==> src/logic/spb_pkg.sv <==
// Purpose: Shared constants and types for the serial port register banks.
// Assumes: Byte wide host I/O cycles on the 40 MHz system clock.
// Notes: Behaviour list below; numbers are used by name only.
//
// Behaviour
// - Four banks of eight registers all decode into the same window of offsets 0 to 7.
// - The bank selector is written and read at offset 3 whatever bank is active.
// - A byte written at offset 3 with its top bit set selects a bank and leaves the line parameters unchanged.
// - Top bit 0 gives bank 0, top bits 10 or 11 with bit 1 or 0 set give bank 1, e0 gives bank 2, e4 gives bank 3.
// - In bank 0 at offset 2 a read returns event identification and a write updates FIFO control.
// - Bank 0 offset 7 is scratch data in the standard mode and aux status and control in extended mode.
// - Bank 1 holds the legacy divisor low and high bytes at offsets 0 and 1, the rest being reserved.
// - Bank 2 holds divisor bytes, two extended controls and the transmit and receive FIFO levels at 6 and 7.
// - Bank 3 offset 0 reads a module code in bits 7-4 and a revision code in bits 3-0.
// - Bank 3 offsets 1 and 2 read back the line control and FIFO control settings.
// - The port works as a standard compatible UART or in an extended mode that changes some layouts.
// - A read-only location that shares its offset with a write register sends writes to that register.
package spb_pkg;
    // Offsets within the eight byte window.
    localparam logic [2:0] OFS_DATA = 3'h0;
    localparam logic [2:0] OFS_IER = 3'h1;
    localparam logic [2:0] OFS_EVT = 3'h2;
    localparam logic [2:0] OFS_LCR = 3'h3;
    localparam logic [2:0] OFS_MCR = 3'h4;
    localparam logic [2:0] OFS_LSR = 3'h5;
    localparam logic [2:0] OFS_MSR = 3'h6;
    localparam logic [2:0] OFS_AUX = 3'h7;
    localparam logic [2:0] OFS_DIV_HI = 3'h1;
    localparam logic [2:0] OFS_EXC1 = 3'h2;
    localparam logic [2:0] OFS_EXC2 = 3'h4;
    localparam logic [2:0] OFS_TRANSMIT_FIFO_LEVEL = 3'h6;
    localparam logic [2:0] OFS_RECEIVE_FIFO_LEVEL = 3'h7;
    localparam logic [2:0] OFS_MODULE_REVISION_CODE = 3'h0;
    localparam logic [2:0] OFS_LINE_CONTROL_MIRROR = 3'h1;
    localparam logic [2:0] OFS_FIFO_CONTROL_MIRROR = 3'h2;
    // Bank selector field positions and codes.
    localparam int BANK_SELECT_ENABLE_BIT = 7;
    localparam int BSEL_HI_BIT = 6;
    localparam logic [7:0] BANK2_CODE = 8'he0;
    localparam logic [7:0] BANK3_CODE = 8'he4;
    // Control bit positions.
    localparam int EXT_SL_BIT = 0;
    localparam int FCR_TXSR_BIT = 2;
    localparam int FCR_RXSR_BIT = 1;
    localparam int AUX_RXF_BIT = 0;
    // Readable bits of mode dependent registers, stored FIFO control bits and the level field.
    localparam logic [7:0] IER_MASK_STD = 8'h0f;
    localparam logic [7:0] IER_MASK_EXT = 8'h2f;
    localparam logic [7:0] MCR_MASK_STD = 8'h1f;
    localparam logic [7:0] MCR_MASK_EXT = 8'h0b;
    localparam logic [7:0] AUX_MASK_EXT = 8'h01;
    localparam logic [7:0] FCR_STORE_MASK = 8'hf1;
    localparam logic [4:0] LEVEL_MASK = 5'h1f;
    // Reset values.
    localparam logic [7:0] BYTE_RST = 8'h00;
    localparam logic [15:0] DIV_RST = 16'h0000;
    // Identity nibbles; values are arbitrary.
    localparam logic [3:0] MODULE_CODE = 4'h5;
    localparam logic [3:0] REVISION_CODE = 4'h1;
    // Transmit FIFO shape.
    localparam int TX_FIFO_WIDTH = 8;
    localparam int TX_FIFO_DEPTH = 8;
    typedef enum logic [1:0] {SPB_BANK0, SPB_BANK1, SPB_BANK2, SPB_BANK3} spb_bank_t;
endpackage

==> src/logic/spb_bank_if.sv <==
// Purpose: Carries the selector byte and its decoded bank.
// Assumes: One clock domain.
// Notes: Decoder drives the bank, the register file drives the selector.
`timescale 1ns/1ps
interface spb_bank_if;
    logic [7:0] sel;
    spb_pkg::spb_bank_t bank;
    logic bank_ok;
    modport dec (input sel, output bank, output bank_ok);
    modport user (output sel, input bank, input bank_ok);
endinterface

==> src/logic/spb_bank_dec.sv <==
// Purpose: Decodes the line control and bank selector byte into a bank.
// Assumes: Selector byte comes from a flip-flop.
// Notes: Codes outside the table select no bank; then only offset 3 is mapped and other offsets read zero.
`timescale 1ns/1ps
module spb_bank_dec (
    spb_bank_if.dec bif
);
    // Bank decode in priority order of the encoding table.
    always_comb begin
        bif.bank = spb_pkg::SPB_BANK0;
        bif.bank_ok = 1'b1;
        if (!bif.sel[spb_pkg::BANK_SELECT_ENABLE_BIT]) begin
            bif.bank = spb_pkg::SPB_BANK0;
        end else if (!bif.sel[spb_pkg::BSEL_HI_BIT] || bif.sel[1] || bif.sel[0]) begin
            bif.bank = spb_pkg::SPB_BANK1;
        end else if (bif.sel == spb_pkg::BANK2_CODE) begin
            bif.bank = spb_pkg::SPB_BANK2;
        end else if (bif.sel == spb_pkg::BANK3_CODE) begin
            bif.bank = spb_pkg::SPB_BANK3;
        end else begin
            bif.bank_ok = 1'b0;
        end
    end
endmodule

==> src/logic/spb_fifo.sv <==
// Purpose: Flip-flop FIFO with valid and ready on both sides.
// Assumes: Single clock; flush drops every entry.
// Notes: Full and empty are held in flip-flops.
`timescale 1ns/1ps
module spb_fifo #(
    parameter int WIDTH = 8,
    parameter int DEPTH = 8
) (
    input wire logic clk,
    input wire logic rst,
    input wire logic flush,
    input wire logic in_valid,
    output logic in_ready,
    input wire logic [WIDTH-1:0] in_data,
    output logic out_valid,
    input wire logic out_ready,
    output logic [WIDTH-1:0] out_data,
    output logic full,
    output logic [$clog2(DEPTH+1)-1:0] level
);
    localparam int PW = $clog2(DEPTH);
    localparam int CW = $clog2(DEPTH+1);
    logic [WIDTH-1:0] mem_r [DEPTH];
    logic [PW-1:0] wp_r, wp_nxt, rp_r, rp_nxt;
    logic [CW-1:0] cnt_r, cnt_nxt;
    logic full_r, full_nxt, empty_r, empty_nxt;
    logic push, pop;

    // Handshake terms and pointer arithmetic.
    always_comb begin
        push = in_valid && !full_r;
        pop = out_ready && !empty_r;
        wp_nxt = wp_r;
        rp_nxt = rp_r;
        cnt_nxt = cnt_r;
        if (push) begin
            wp_nxt = (wp_r == PW'(DEPTH - 1)) ? '0 : wp_r + 1'b1;
        end
        if (pop) begin
            rp_nxt = (rp_r == PW'(DEPTH - 1)) ? '0 : rp_r + 1'b1;
        end
        cnt_nxt = cnt_r + CW'(push) - CW'(pop);
        if (flush) begin
            wp_nxt = '0;
            rp_nxt = '0;
            cnt_nxt = '0;
        end
        full_nxt = (cnt_nxt == CW'(DEPTH));
        empty_nxt = (cnt_nxt == '0);
    end

    // State registers; the store keeps data without reset.
    always_ff @(posedge clk or posedge rst) begin
        if (rst) begin
            wp_r <= '0;
            rp_r <= '0;
            cnt_r <= '0;
            full_r <= 1'b0;
            empty_r <= 1'b1;
        end else begin
            wp_r <= wp_nxt;
            rp_r <= rp_nxt;
            cnt_r <= cnt_nxt;
            full_r <= full_nxt;
            empty_r <= empty_nxt;
        end
    end

    // Storage write.
    always_ff @(posedge clk) begin
        if (push) begin
            mem_r[wp_r] <= in_data;
        end
    end

    assign in_ready = !full_r;
    assign out_valid = !empty_r;
    assign out_data = mem_r[rp_r];
    assign full = full_r;
    assign level = cnt_r;
endmodule

==> src/logic/spb_regs.sv <==
// Purpose: Register bank front end of one serial port.
// Assumes: Host strobes are one-cycle pulses on clk; engine signals share clk.
// Notes: Transmit bytes pass an eight entry FIFO and an output stage.
`timescale 1ns/1ps
module spb_regs (
    input wire logic clk,
    input wire logic rst,
    input wire logic [2:0] host_addr,
    input wire logic [7:0] host_wdata,
    input wire logic host_wr,
    input wire logic host_rd,
    output logic [7:0] host_rdata,
    output logic host_rdata_valid,
    output logic host_tx_full,
    input wire logic [7:0] rx_data,
    input wire logic [7:0] event_id,
    input wire logic [7:0] link_status,
    input wire logic [7:0] modem_status,
    input wire logic rx_timeout,
    input wire logic [4:0] rx_level,
    output logic rx_pop,
    output logic tx_valid,
    output logic [7:0] tx_data,
    input wire logic tx_ready,
    output logic tx_fifo_reset,
    output logic rx_fifo_reset,
    output logic [7:0] line_params,
    output logic [7:0] interrupt_enables,
    output logic [7:0] modem_mode_control,
    output logic [7:0] fifo_control,
    output logic [15:0] baud_divisor,
    output logic [7:0] extended_control_one,
    output logic [7:0] extended_control_two,
    output logic [7:0] aux_status_control
);
    localparam int LW = $clog2(spb_pkg::TX_FIFO_DEPTH + 1);

    logic [7:0] sel_r, sel_nxt, lp_r, lp_nxt, ier_r, ier_nxt, mcr_r, mcr_nxt;
    logic [7:0] fcr_r, fcr_nxt, scr_r, scr_nxt, aux_r, aux_nxt;
    logic [7:0] exc1_r, exc1_nxt, exc2_r, exc2_nxt;
    logic [15:0] div_r, div_nxt;
    logic [7:0] rdata_r, rdata_nxt, txd_r, txd_nxt;
    logic rvalid_r, rvalid_nxt, pop_r, pop_nxt, txv_r, txv_nxt;
    logic txsr_r, txsr_nxt, rxsr_r, rxsr_nxt;
    logic ext_mode;
    logic f_in_valid, f_in_ready, f_out_valid, f_out_ready, f_full;
    logic [7:0] f_out_data;
    logic [LW-1:0] f_level;

    spb_bank_if bif();

    // Masks a value down to the bits defined in the active mode.
    function automatic logic [7:0] mode_mask(input logic ext, input logic [7:0] v,
                                             input logic [7:0] m_std, input logic [7:0] m_ext);
        mode_mask = v & (ext ? m_ext : m_std);
    endfunction

    // Selector byte feeds the bank decoder.
    assign bif.sel = sel_r;
    assign ext_mode = exc1_r[spb_pkg::EXT_SL_BIT];

    spb_bank_dec u_dec (
        .bif(bif)
    );

    spb_fifo #(
        .WIDTH(spb_pkg::TX_FIFO_WIDTH),
        .DEPTH(spb_pkg::TX_FIFO_DEPTH)
    ) u_txq (
        .clk(clk),
        .rst(rst),
        .flush(txsr_r),
        .in_valid(f_in_valid),
        .in_ready(f_in_ready),
        .in_data(host_wdata),
        .out_valid(f_out_valid),
        .out_ready(f_out_ready),
        .out_data(f_out_data),
        .full(f_full),
        .level(f_level)
    );

    // Output stage takes a byte whenever it is empty or being drained.
    assign f_out_ready = !txv_r || tx_ready;
    // Transmit data push; a write while the queue is full is dropped.
    assign f_in_valid = host_wr && bif.bank_ok && bif.bank == spb_pkg::SPB_BANK0
                        && host_addr == spb_pkg::OFS_DATA && f_in_ready;

    // Next values of every register, for host writes, reads and the output stage.
    always_comb begin
        sel_nxt = sel_r;
        lp_nxt = lp_r;
        ier_nxt = ier_r;
        mcr_nxt = mcr_r;
        fcr_nxt = fcr_r;
        scr_nxt = scr_r;
        aux_nxt = aux_r;
        exc1_nxt = exc1_r;
        exc2_nxt = exc2_r;
        div_nxt = div_r;
        rdata_nxt = rdata_r;
        rvalid_nxt = 1'b0;
        pop_nxt = 1'b0;
        txsr_nxt = 1'b0;
        rxsr_nxt = 1'b0;
        txv_nxt = txv_r;
        txd_nxt = txd_r;
        if (f_out_ready) begin
            txv_nxt = f_out_valid;
            txd_nxt = f_out_data;
        end
        if (txsr_r) begin
            txv_nxt = 1'b0;
        end
        // Host writes; every bank shares the same eight offsets.
        if (host_wr) begin
            if (host_addr == spb_pkg::OFS_LCR) begin
                sel_nxt = host_wdata;
                if (!host_wdata[spb_pkg::BANK_SELECT_ENABLE_BIT]) begin
                    lp_nxt = host_wdata;
                end
            end else if (bif.bank_ok) begin
                unique case (bif.bank)
                    spb_pkg::SPB_BANK0: begin
                        unique case (host_addr)
                            spb_pkg::OFS_IER: ier_nxt = host_wdata;
                            spb_pkg::OFS_EVT: begin
                                fcr_nxt = host_wdata & spb_pkg::FCR_STORE_MASK;
                                txsr_nxt = host_wdata[spb_pkg::FCR_TXSR_BIT];
                                rxsr_nxt = host_wdata[spb_pkg::FCR_RXSR_BIT];
                            end
                            spb_pkg::OFS_MCR: mcr_nxt = host_wdata;
                            spb_pkg::OFS_AUX: begin
                                if (ext_mode) begin
                                    aux_nxt = host_wdata;
                                end else begin
                                    scr_nxt = host_wdata;
                                end
                            end
                            default: ;
                        endcase
                    end
                    spb_pkg::SPB_BANK1: begin
                        if (host_addr == spb_pkg::OFS_DATA) begin
                            div_nxt[7:0] = host_wdata;
                        end else if (host_addr == spb_pkg::OFS_DIV_HI) begin
                            div_nxt[15:8] = host_wdata;
                        end
                    end
                    spb_pkg::SPB_BANK2: begin
                        unique case (host_addr)
                            spb_pkg::OFS_DATA: div_nxt[7:0] = host_wdata;
                            spb_pkg::OFS_DIV_HI: div_nxt[15:8] = host_wdata;
                            spb_pkg::OFS_EXC1: exc1_nxt = host_wdata;
                            spb_pkg::OFS_EXC2: exc2_nxt = host_wdata;
                            default: ;
                        endcase
                    end
                    spb_pkg::SPB_BANK3: ; // Read-only bank, writes fall away.
                endcase
            end
        end
        // Host reads; unmapped and reserved locations answer zero.
        if (host_rd) begin
            rvalid_nxt = 1'b1;
            rdata_nxt = spb_pkg::BYTE_RST;
            if (host_addr == spb_pkg::OFS_LCR) begin
                rdata_nxt = sel_r;
            end else if (bif.bank_ok) begin
                unique case (bif.bank)
                    spb_pkg::SPB_BANK0: begin
                        unique case (host_addr)
                            spb_pkg::OFS_DATA: begin
                                rdata_nxt = rx_data;
                                pop_nxt = 1'b1;
                            end
                            spb_pkg::OFS_IER: rdata_nxt = mode_mask(ext_mode, ier_r,
                                spb_pkg::IER_MASK_STD, spb_pkg::IER_MASK_EXT);
                            spb_pkg::OFS_EVT: rdata_nxt = event_id;
                            spb_pkg::OFS_MCR: rdata_nxt = mode_mask(ext_mode, mcr_r,
                                spb_pkg::MCR_MASK_STD, spb_pkg::MCR_MASK_EXT);
                            spb_pkg::OFS_LSR: rdata_nxt = link_status;
                            spb_pkg::OFS_MSR: rdata_nxt = modem_status;
                            spb_pkg::OFS_AUX: begin
                                if (ext_mode) begin
                                    rdata_nxt = {7'h00, rx_timeout} & spb_pkg::AUX_MASK_EXT;
                                end else begin
                                    rdata_nxt = scr_r;
                                end
                            end
                            default: ;
                        endcase
                    end
                    spb_pkg::SPB_BANK1: begin
                        if (host_addr == spb_pkg::OFS_DATA) begin
                            rdata_nxt = div_r[7:0];
                        end else if (host_addr == spb_pkg::OFS_DIV_HI) begin
                            rdata_nxt = div_r[15:8];
                        end
                    end
                    spb_pkg::SPB_BANK2: begin
                        unique case (host_addr)
                            spb_pkg::OFS_DATA: rdata_nxt = div_r[7:0];
                            spb_pkg::OFS_DIV_HI: rdata_nxt = div_r[15:8];
                            spb_pkg::OFS_EXC1: rdata_nxt = exc1_r;
                            spb_pkg::OFS_EXC2: rdata_nxt = exc2_r;
                            spb_pkg::OFS_TRANSMIT_FIFO_LEVEL: rdata_nxt = {3'h0, 5'(f_level) & spb_pkg::LEVEL_MASK};
                            spb_pkg::OFS_RECEIVE_FIFO_LEVEL: rdata_nxt = {3'h0, rx_level};
                            default: ;
                        endcase
                    end
                    spb_pkg::SPB_BANK3: begin
                        unique case (host_addr)
                            spb_pkg::OFS_MODULE_REVISION_CODE: rdata_nxt = {spb_pkg::MODULE_CODE,
                                                            spb_pkg::REVISION_CODE};
                            spb_pkg::OFS_LINE_CONTROL_MIRROR: rdata_nxt = sel_r;
                            spb_pkg::OFS_FIFO_CONTROL_MIRROR: rdata_nxt = fcr_r;
                            default: ;
                        endcase
                    end
                endcase
            end
        end
    end

    // Register stage; reset brings bank 0 and line control into view.
    always_ff @(posedge clk or posedge rst) begin
        if (rst) begin
            sel_r <= spb_pkg::BYTE_RST;
            lp_r <= spb_pkg::BYTE_RST;
            ier_r <= spb_pkg::BYTE_RST;
            mcr_r <= spb_pkg::BYTE_RST;
            fcr_r <= spb_pkg::BYTE_RST;
            scr_r <= spb_pkg::BYTE_RST;
            aux_r <= spb_pkg::BYTE_RST;
            exc1_r <= spb_pkg::BYTE_RST;
            exc2_r <= spb_pkg::BYTE_RST;
            div_r <= spb_pkg::DIV_RST;
            rdata_r <= spb_pkg::BYTE_RST;
            rvalid_r <= 1'b0;
            pop_r <= 1'b0;
            txsr_r <= 1'b0;
            rxsr_r <= 1'b0;
            txv_r <= 1'b0;
            txd_r <= spb_pkg::BYTE_RST;
        end else begin
            sel_r <= sel_nxt;
            lp_r <= lp_nxt;
            ier_r <= ier_nxt;
            mcr_r <= mcr_nxt;
            fcr_r <= fcr_nxt;
            scr_r <= scr_nxt;
            aux_r <= aux_nxt;
            exc1_r <= exc1_nxt;
            exc2_r <= exc2_nxt;
            div_r <= div_nxt;
            rdata_r <= rdata_nxt;
            rvalid_r <= rvalid_nxt;
            pop_r <= pop_nxt;
            txsr_r <= txsr_nxt;
            rxsr_r <= rxsr_nxt;
            txv_r <= txv_nxt;
            txd_r <= txd_nxt;
        end
    end

    // Outputs straight from flip-flops.
    assign host_rdata = rdata_r;
    assign host_rdata_valid = rvalid_r;
    assign host_tx_full = f_full;
    assign rx_pop = pop_r;
    assign tx_valid = txv_r;
    assign tx_data = txd_r;
    assign tx_fifo_reset = txsr_r;
    assign rx_fifo_reset = rxsr_r;
    assign line_params = lp_r;
    assign interrupt_enables = ier_r;
    assign modem_mode_control = mcr_r;
    assign fifo_control = fcr_r;
    assign baud_divisor = div_r;
    assign extended_control_one = exc1_r;
    assign extended_control_two = exc2_r;
    assign aux_status_control = aux_r;
endmodule

==> config.mk <==
export PLATFORM = sky130hd
export DESIGN_NAME = spb_regs
export DESIGN_NICKNAME = d
export VERILOG_FILES = /design/src/logic/spb_pkg.sv /design/src/logic/spb_bank_if.sv /design/src/logic/spb_bank_dec.sv /design/src/logic/spb_fifo.sv /design/src/logic/spb_regs.sv
export SDC_FILE = /design/constraint.sdc
export NUM_CORES = 1
export LEC_CHECK = 0
export BUFFER_PORTS_ARGS = -buffer_cell sky130_fd_sc_hd__buf_2
export CAP_MARGIN = 10
export CORE_ASPECT_RATIO = 0.8
export CORE_MARGIN = 2
export CORE_UTILIZATION = 56
export CTS_CLUSTER_DIAMETER = 60
export CTS_CLUSTER_SIZE = 24
export DETAILED_ROUTE_END_ITERATION = 8
export PLACE_DENSITY = 0.9
export SYNTH_ARGS = -nofsm -noshare
export SYNTH_HDL_FRONTEND = slang
export SYNTH_HIERARCHICAL = 1
export SYNTH_SLANG_ARGS = --single-unit
==> constraint.sdc <==
create_clock -name clk -period 4.3 [get_ports clk]
set_clock_uncertainty 0.1 [all_clocks]
set_input_delay 0.645 -clock clk [delete_from_list [all_inputs] [get_ports clk]]
set_output_delay 0.645 -clock clk [all_outputs]
set_load 0.005 [all_outputs]
-- Yosys cells after proc, flatten, opt, wreduce, memory -nomap -nowiden
Memories as Yosys holds them, arrays and structs flattened. A register that Yosys moved wholly into a read port is not among the register bits.
Cells that the tools add are included.
- $add $sub $neg: 4
- equal/unequal tests: 16
- muxes and demuxes: 50
- bitwise operators: 5
- reduce and logical (&&, ||, !) cells: 31
- operators by type and width (kind ; count):
    2-to-1 mux 8 bit ; 8
    case mux 8 bit (7 select lines) ; 1
    case mux 8 bit (6 select lines) ; 1
    case mux 16 bit (2 select lines) ; 1
    case mux 8 bit (4 select lines) ; 1
    AND reduction 5 bit ; 6
    2-to-1 mux 1 bit ; 24
    case mux 8 bit (3 select lines) ; 1
    equality test 3 bit, second input constant ; 6
    2-to-1 mux 3 bit ; 6
    equality test 8 bit, second input constant ; 2
    AND reduction 6 bit ; 2
    AND 8 x 5 -> 8 bit ; 1
    AND 8 x 6 -> 8 bit ; 1
    2-to-1 mux 2 bit ; 4
    nonzero test 2 bit ; 4
    adder 3 x 1 -> 3 bit, second input constant ; 2
    equality test 3 x 2 -> 1 bit, second input constant ; 2
    logical AND 1 bit ; 6
    2-to-1 mux 6 bit ; 1
    2-to-1 mux 5 bit ; 1
    adder 4 x 1 -> 4 bit ; 1
    equality test 2 bit, second input constant ; 2
    equality test 4 bit, second input constant ; 1
    other kinds (14) ; 21
- register bits: 109
- bits in writable memories: 64
- input bits: 54
- output and inout bits: 94
- logic and storage cells: 129
- memories kept: 1
- memories (name ; words ; bits a word ; rd ports ; clocked after memory_dff ; wr ports ; RTL line ; source):
    u_txq.mem_r ; 8 ; 8 ; 1 ; 1 ; 1 ; spb_fifo.sv:23 ; logic [WIDTH-1:0] mem_r [DEPTH];

-- Depth between registers and ports, before layout
Gate-level depths: netlist of the first run.
- word-level depth: 14
- depth in mapped cells: 16

-- Cells and area by module
Netlist of the first run, hierarchy kept.
- by module, submodules not included (module ; instances ; cells an instance ; area an instance (um^2) ; seq. area each (um^2)):
    spb_regs ; 1 ; 458 ; 5238.8 ; 2627.5
    spb_fifo ; 1 ; 169 ; 3193.1 ; 2223.4
    spb_bank_dec ; 1 ; 8 ; 58.8 ; 0.0

-- Least setup slack after synthesis of the first run
OpenSTA, ideal clock, no wires.
- kind: in2reg
- from: input host_addr[0]
- to: register u_txq.empty_r
- setup time: 78 ps
- arrival time: 3280 ps
- required time: 4122 ps
- slack: 842 ps
- cell stages on the path: 14
- cells stage by stage: buf_4 -> buf_2 -> buf_2 -> nor3_1 -> and3_1 -> nor2b_1 -> inv_1 -> ha_1 -> inv_1 -> ha_1 -> fa_1 -> nor2_1 -> a21o_1 -> and3_1
- longest elaborated chain between the ends: 8
- ends and longest elaborated chain (what ; RTL line ; source):
    from (decl) ; spb_regs.sv:8 ; input wire logic [2:0] host_addr,
    logical NOT 3 bit ; spb_regs.sv:87 ; && host_addr == spb_pkg::OFS_DATA && f_in_ready;
    logical AND 1 bit (2 in series) ; spb_regs.sv:87 ;
    net f_in_valid ; spb_regs.sv:46 ; logic f_in_valid, f_in_ready, f_out_valid, f_out_ready, f_full;
    logical AND 1 bit ; spb_fifo.sv:31 ; push = in_valid && !full_r;
    adder 4 x 1 -> 4 bit ; spb_fifo.sv:42 ; cnt_nxt = cnt_r + CW'(push) - CW'(pop);
    subtractor 4 x 1 -> 4 bit ; spb_fifo.sv:42 ;
    2-to-1 mux 4 bit ; spb_fifo.sv:43 ; if (flush) begin
    logical NOT 4 bit ; spb_fifo.sv:49 ; empty_nxt = (cnt_nxt == '0);
    net u_txq.empty_nxt ; spb_fifo.sv:26 ; logic full_r, full_nxt, empty_r, empty_nxt;
    to (signal assigned) ; spb_fifo.sv:65 ; empty_r <= empty_nxt;
    to (decl) ; spb_fifo.sv:26 ;
The timed path passes the listed nets, and every way through them passes these cells.
A chain may end at the register's enable or synchronous reset.

-- Worst setup path in the final report of the first run
- from: register sel_r[1] (netlist: bif.sel[1])
- to: register u_txq.full_r (netlist: u_txq/full)
- longest elaborated chain between the ends: 14
- ends and longest elaborated chain (what ; RTL line ; source):
    from (decl) ; spb_regs.sv:38 ; logic [7:0] sel_r, sel_nxt, lp_r, lp_nxt, ier_r, ier_nxt, mcr_r, mcr_nxt;
    from (signal assigned) ; spb_regs.sv:229 ; sel_r <= spb_pkg::BYTE_RST;
    from (signal assigned) ; spb_regs.sv:247 ; sel_r <= sel_nxt;
    equality test 8 bit ; spb_bank_dec.sv:18 ; end else if (bif.sel == spb_pkg::BANK3_CODE) begin
    2-to-1 mux 2 bit ; spb_bank_dec.sv:18 ;
    2-to-1 mux 2 bit ; spb_bank_dec.sv:16 ; end else if (bif.sel == spb_pkg::BANK2_CODE) begin
    2-to-1 mux 2 bit (*) ; spb_bank_dec.sv:14 ; end else if (!bif.sel[spb_pkg::BSEL_HI_BIT] || bif.sel[1] || bif.sel[0]) begin
    2-to-1 mux 2 bit (*) ; spb_bank_dec.sv:12 ; if (!bif.sel[spb_pkg::BANK_SELECT_ENABLE_BIT]) begin
    net bif.bank[0] ; spb_bank_if.sv:7 ; spb_pkg::spb_bank_t bank;
    logical NOT 2 bit (*) ; spb_regs.sv:86 ; assign f_in_valid = host_wr && bif.bank_ok && bif.bank == spb_pkg::SPB_BANK0
    logical AND 1 bit (*) ; spb_regs.sv:86 ;
    logical AND 1 bit (*) (2 in series) ; spb_regs.sv:87 ;
    net f_in_valid ; spb_regs.sv:46 ;
    logical AND 1 bit (*) ; spb_fifo.sv:31 ;
    adder 4 x 1 -> 4 bit (*) ; spb_fifo.sv:42 ;
    subtractor 4 x 1 -> 4 bit (*) ; spb_fifo.sv:42 ;
    2-to-1 mux 4 bit (*) ; spb_fifo.sv:43 ;
    equality test 4 bit (*) ; spb_fifo.sv:48 ; full_nxt = (cnt_nxt == CW'(DEPTH));
    net u_txq.full_nxt ; spb_fifo.sv:26 ;
    to (signal assigned) ; spb_fifo.sv:64 ; full_r <= full_nxt;
    to (decl) ; spb_fifo.sv:26 ;
Mark *: on every way through the listed nets, which the timed path passes. The rest lies on a longest branch.

==> results of run 1 <==
[cell families after synthesis]
logic type,after synthesis,share of synthesized area [%]
AOI/OAI and AO/OA,109,8.65
xor gates and xnor gates,3,0.310
adders and majority gates,14,2.15
buffers and inverters,65,3.70
DFF,181,57.1
muxes,132,20.0
other,1,0.0442
and+or+nand+nor,130,7.99
[Yosys cell counts (5+ instances only)]
library cell,number,area [sq um]
dfrtp_1,116,2900
edfxtp_1,64,1920
mux2_2,63,709
nand2_1,36,135
mux2_1,24,270
mux2i_1,21,210
nor2_1,21,78.8
nor2b_1,21,131
inv_1,20,75.1
o21ai_0,20,100
a21oi_1,18,90.1
clkbuf_1,17,63.8
buf_2,16,80.1
ha_1,13,163
nand3_1,12,60.1
o21ai_1,11,55.1
and3_1,9,56.3
mux2_4,8,120
mux4_1,8,210
mux4_2,8,180
nor3_1,8,40.0
a221oi_1,7,61.3
a22oi_1,7,52.6
o31ai_1,7,52.6
o22ai_1,6,37.5
a31oi_1,5,31.3
buf_4,5,37.5
[sequential cells by signal (all words and copies together) (netlist names), 3 cells and up]
signal / flops
modem_mode_control: 8
host_rdata: 8
u_txq/rp_r: 3
bif.sel: 8
extended_control_one: 8
u_txq/mem_r: 64
interrupt_enables: 8
u_txq/level: 4
u_txq/wp_r: 3
fifo_control: 5
aux_status_control: 8
line_params: 7
scr_r: 8
tx_data: 8
extended_control_two: 8
baud_divisor: 16
[power breakdown]
group	internal [mW]	switching (mW)	total (mW)
logic	0.812	0.668	1.48
registers	2.12	0.357	2.47
clock network	0.807	0.680	1.49
[layer usage]
metal,vias to the layer above,wire length (um)
met5,-,0
met2,369,10100
li1,2614,-
met3,40,2370
met1,2995,9140
met4,0,499
[layout by cell type (no fill, tap or decap), drive strengths merged, types with 3 or more instances in the layout]
master / instances
buf: 155
dfrtp: 116
mux2: 95
edfxtp: 64
nand2: 36
o21ai: 31
inv: 27
nor2: 23
nor2b: 21
mux2i: 21
clkbuf: 19
a21oi: 18
mux4: 16
ha: 13
nand3: 13
and3: 9
nor3: 8
a22oi: 7
a221oi: 7
o31ai: 7
o22ai: 7
clkinv: 6
a31oi: 5
and2: 4
a22o: 4
a221o: 4
conb: 4
a31o: 4
nand2b: 3
nand4: 3
[worst max-delay path by stage]
stage,from,end,slack (ns),depth (start not counted)
after detailed placement,bif.sel[1],u_txq/full,0.53,15
after global routing,bif.sel[1],u_txq/full,0.18,15
after CTS,bif.sel[1],u_txq/full,0.46,15
final,bif.sel[1],u_txq/full,0.35,15
after floorplan,rst,aux_status_control[0],0.79,1
after global placement,bif.sel[1],u_txq/full,0.67,15
[worst register-to-register path, cell delays in order, from the launching register on]
cell and delay [ns]:
dfrtp_1 0.42, nor3b_2 0.30, o22ai_2 0.14, inv_1 0.12, ha_1 0.17, and3_1 0.29
and3_1 0.20, nor2b_1 0.36, inv_1 0.21, ha_1 0.32, inv_1 0.04, ha_1 0.19
fa_1 0.38, xnor2_1 0.23, a21o_1 0.17, a21boi_0 0.21
[layout make-up]
cell class	count	area share [%]
Clock buffer	19	4.39
Timing Repair Buffer	155	8.16
Multi-Input combinational cell	392	33.8
Tap cell	189	2.40
Inverter	22	0.862
Clock inverter	13	1.25
Sequential cell	181	49.1
==> out/metrics.csv, run 1 <==
stage;metric;value;unit
outcome;status;completed;
yosys;syn_area;8490;sq um
sta;maxSlewViolCount;0;
power_and_ir_drop;total_power;5.44;mW
global_routing;top_usage_layer;met2;
sta;finalSetupViolCount;0;
global_routing;met1_usage;40.0;%
cells_and_area;drive_gt1_share;35.4;%
place;post-place-ws;0.531;ns
clocking;clk_pin_slew;0.07;ns
route;routedWlPerCell;22.8;um
global_routing;overflow;0;
power_and_ir_drop;power_density;551;nW/um^2
worst_setup_path;timing.rr.end;u_txq/full;
worst_setup_path;crit_chain;nor3b_2, o22ai_2, inv_1, ha_1, and3_1, and3_1, nor2b_1, inv_1, ha_1, inv_1, ha_1, fa_1, xnor2_1, a21o_1, a21boi_0;
die;die_area;16200;sq um
worst_setup_path;reg2reg_slack;0.35;ns
global_routing;use_met2;42.8;%
sta;hold_slack;0.161;ns
route;postRouteAntennaNets;0;
worst_setup_path;max_stage_delay;0.42;ns
route;drt_iter0_drc;638;
cells_and_area;final_util;66.2;%
sta;finalCriticalPeriod;3.95;ns
power_and_ir_drop;peakVddDrop;383;uV
min_path;min_path_type;in -> async;
worst_setup_path;cp_top_family;simple AND/OR/NAND/NOR gates;
worst_setup_path;worstReg2RegStart;bif.sel[1];
sta;hold_violations;0;
job;drv_cap;0;
worst_setup_path;crit_required;4.54;ns
route;vias_per_cell;6.20;
clocking;worst_skew_pair.late_latency;0.43;ns
worst_setup_path;crit_type;reg -> reg;
clocking;clockBufferDepth;2;
clocking;cts_tree;done;
cells_and_area;n_antenna_cell;0;
clocking;hold_buffers;0;
yosys;async_reset_ff_share;64.6;%
yosys;syn_inst;635;
yosys;synth-seq-cells;181;
sta;rsz0062_at_grt;no;
place;placed_area;9320;sq um
sta;worstMarginPinSlew;1.05;ns
place;place.detailed.hpwl;14900;um
sta;final.period_utilization;91.7;%
yosys;synth_flop_cell;dfrtp_1;
clocking;clock-root-buffer;clkbuf_16;
cells_and_area;multi_input_area;3340;sq um
route;drcViolationCount;0;
clocking;htreeDepth;4;
cells_and_area;final_area;9870;sq um
clocking;ctsResizeCount;0;
worst_setup_path;cp.arrival;4.18;ns
die;core;14900;sq um
die;initial_utilization;56.9;%
global_routing;grt_usage;28.3;%
cells_and_area;layout.cells.non_filler;971;
global_routing;grt_pass1_vias;5789;
power_and_ir_drop;leakage;4.48;nW
worst_setup_path;start_kind;flop;
place;gp_congestion;0.932;
yosys;synth_edf_count;64;
place;dpl.cell_count;939;
yosys;synth-warning-count;6;
worst_setup_path;rr_worst_depth;15;
sta;fin_tns_setup;0;ns
cells_and_area;synthToLayoutAreaGrowth;16.3;%
sta;slew_headroom;29.9;%
worst_setup_path;endpoint_kind;flop;
yosys;yosysSeqAreaShare;57.1;%
cells_and_area;num-nets-final;837;
yosys;syn_avg_cell_area;13.4;sq um
clocking;cts_sinks;181;
global_routing;met3_usage;8.62;%
die;io-pin-count;148;
die;die_w;142;um
route;finalWirelength;22100;um
clocking;cts_buffers;17;
yosys;ys_types;67;
sta;max_freq;253;MHz
route;num_vias;6018;
worst_setup_path;cp_max_fo;7;
place;port_buffers;143;
cells_and_area;regArea;4850;sq um
global_routing;grt_max_degree;81;
global_routing;grt_pass1_wl;33700;um
worst_setup_path;crit_buf_inv;3;
clocking;post-cts-setup-buffers;0;
cells_and_area;fillers;1061;
die;die_h;114;um
worst_setup_path;critPathSlowestCell;dfrtp_1;
die;rows;40;
sta;finalWorstSetupSlack;0.355;ns
route;dr.pass1.iters;6;
global_routing;grt_antenna_before_repair;0;
No activity file was read; power rests on OpenSTA's default activity.
==> run 2: changes to the inputs <==
- ABC_AREA: unset -> 1
- CORE_UTILIZATION: 56 -> 57
- PLACE_DENSITY: 0.9 -> 0.91
==> run 2 against run 1 <==
Net effect:
- critical path depth is 6 higher
- cell count is 36% higher
- synthesized cell count is 57% higher
- total power is 2.5% higher
- clock power is 4% higher
- routed wire length is 12% higher
- register-to-register slack better by 0.62 ns
- combinational power is 11% higher
- first-iteration DRC count is 59% higher
==> out/metrics.csv, run 2 <==
stage;metric;value;unit
place;place.detailed.hpwl;17000;um
yosys;synthTopCellsByCount;nand2_1 (289), nor2_1 (133), dfrtp_1 (116);
worst_setup_path;crit_chain;inv_1, nor2_4, nand3_1, a21oi_1, inv_1, ha_1, nand2_1, nor2_1, buf_4, nand2_1, nor2_1, nand2_1, ha_1, inv_1, ha_1, fa_1, inv_1, a21oi_1, nor2_1, inv_1, nor2_1;
sta;maxSlewViolCount;0;
job;drv_cap;0;
cells_and_area;mostFrequentLayoutCells;nand2_1 (289), buf_2 (143), nor2_1 (133);
sta;slew_headroom;30.1;%
sta;finalSetupViolCount;0;
worst_setup_path;cp_max_fo;6;
clocking;clk_pin_slew;0.07;ns
worst_setup_path;start_kind;flop;
place;port_buffers;143;
die;die_h;115;um
yosys;async_reset_ff_share;64.6;%
worst_setup_path;endpoint_kind;flop;
cells_and_area;synthToLayoutAreaGrowth;14.4;%
worst_setup_path;crit_type;reg -> reg;
yosys;syn_avg_cell_area;8.75;sq um
clocking;clock-root-buffer;clkbuf_16;
die;initial_utilization;58.3;%
worst_setup_path;reg2reg_slack;0.98;ns
global_routing;overflow;0;
place;dpl.cell_count;1291;
route;num_vias;7766;
clocking;clockBufferDepth;2;
worst_setup_path;crit_required;4.56;ns
min_path;min_path_type;in -> async;
die;die_area;16400;sq um
cells_and_area;fillers;1168;
route;finalWirelength;24800;um
yosys;synth_top_area_share;33.2;%
clocking;worst_skew_pair.late_latency;0.44;ns
die;core;15000;sq um
sta;max_freq;301;MHz
worst_setup_path;max_stage_delay;0.43;ns
cells_and_area;n_antenna_cell;0;
global_routing;grt_antenna_before_repair;0;
yosys;yosysMostFrequentCell;nand2_1;
route;dr.pass1.iters;6;
clocking;hold_buffers;0;
worst_setup_path;startpoint;bif.sel[5];
cells_and_area;top_register;u_txq/mem_r;
route;drcViolationCount;0;
route;drt_iter0_drc;1017;
place;gp_congestion;1.02;
clocking;htreeDepth;4;
sta;rsz0062_at_grt;no;
power_and_ir_drop;power_density;557;nW/um^2
clocking;ctsResizeCount;0;
worst_setup_path;cp.arrival;3.59;ns
worst_setup_path;worstReg2RegStart;bif.sel[5];
route;routedWlPerCell;18.8;um
yosys;ys_types;38;
die;rows;40;
cells_and_area;largest_reg_flops;64;
die;die_w;143;um
yosys;synth-warning-count;6;
die;io-pin-count;148;
yosys;syn_inst;1000;
route;postRouteAntennaNets;0;
sta;final.period_utilization;77.3;%
cells_and_area;num-nets-final;1189;
place;post-place-ws;1.10;ns
sta;finalWorstSetupSlack;0.977;ns
clocking;cts_sinks;181;
global_routing;grt_usage;31.2;%
clocking;post-cts-setup-buffers;0;
clocking;cts_tree;done;
yosys;synth_flop_cell;dfrtp_1;
global_routing;grt_pass1_wl;38600;um
yosys;yosysSeqAreaShare;55.4;%
yosys;syn_area;8750;sq um
yosys;synth_edf_count;64;
worst_setup_path;cpMostUsedCell;inv_1;
worst_setup_path;critPathSlowestCell;fa_1;
global_routing;grt_pass1_vias;7245;
sta;fin_tns_setup;0;ns
yosys;yosys.area.top_type;dfrtp_1;
yosys;synth_area_leaders;dfrtp_1 (33%), edfxtp_1 (22%), nand2_1 (12%);
cells_and_area;drive_gt1_share;19.4;%
cells_and_area;layout.cells.non_filler;1323;
route;vias_per_cell;5.87;
yosys;synth-seq-cells;181;
global_routing;grt_max_degree;85;
clocking;cts_buffers;17;
power_and_ir_drop;peakVddDrop;382;uV
sta;finalCriticalPeriod;3.32;ns
sta;hold_violations;0;
sta;worstMarginPinSlew;1.05;ns
outcome;status;completed;
cells_and_area;final_common_cell;nand2_1;
power_and_ir_drop;leakage;4.89;nW
run 2: worst paths after layout:
| kind | to | cells after the start |
|---|---|---|
| max | u_txq/full | 21 |
| min | u_txq/rp_r[2] | 2 |
| max reg2reg | u_txq/full | 21 |
| min reg2reg | line_params[1] | 2 |
| max in group asynchronous | modem_mode_control[0] | 3 |
| min in group clk | line_params[1] | 2 |
run 2: cell families (layout without fill, tap and decap cells):
| logic type | Yosys count | count (layout) | synth area share (%) |
|---|---|---|---|
| compound gates | 158 | 158 | 9.58 |
| fa+ha+maj | 14 | 14 | 2.09 |
| buf+inv | 128 | 259 | 7.23 |
| flops | 181 | 181 | 55.4 |
| mux | 8 | 8 | 1.03 |
| other cells | 1 | 4 | 0.0428 |
| simple gates | 510 | 510 | 24.6 |
run 2: metal layers:
metal	share of wire, %	global-route usage [%]	vias up
met5	0	0	-
met2	43	45.2	558
met1	41	45.3	3637
met4	2.7	9.97	0
li1	-	-	3497
met3	13	9.66	74
run 2: critical path, delay by kind of cell (launching register included):
kind | cells | cell delay, ns
compound gates | 2 | 0.34
fa+ha+maj | 4 | 1.08
buf+inv | 6 | 0.61
flops | 1 | 0.40
simple gates | 9 | 0.75
run 2: cell type report:
| cell class | instances | area (sq um) | area share, % |
|---|---|---|---|
| flip-flops and latches | 181 | 4850 | 48.5 |
| multi-input cells | 694 | 3280 | 32.8 |
| repair buffers | 148 | 753 | 7.52 |
| clock buffers | 18 | 429 | 4.29 |
| inverters | 79 | 309 | 3.09 |
| well taps | 189 | 236 | 2.36 |
| clock inverters | 14 | 153 | 1.52 |
run 2: power by group:
part / total [mW] / switching [mW] / leakage (nW) / internal (mW)
Clock: 1.55 / 0.688 / 0.276 / 0.862
Sequential: 2.38 / 0.276 / 2.07 / 2.10
Combinational: 1.65 / 1.02 / 2.54 / 0.629
Total: 5.58 / 1.98 / 4.89 / 3.59
run 2: through the flow:
step | instance area (sq um) | total power [mW] | util, % | hold slack [ns]
6_report | 10000 | 5.58 | 66.7 | 0.181
5_1_grt | 10000 | 5.90 | 66.7 | 0.188
4_1_cts | 10000 | 5.54 | 66.7 | 0.168
3_5_place_dp | 9430 | 3.99 | 62.8 | 0.370
3_3_place_gp | 9430 | 3.92 | 62.8 | 0.362
2_1_floorplan | 8760 | 3.46 | - | 0.353
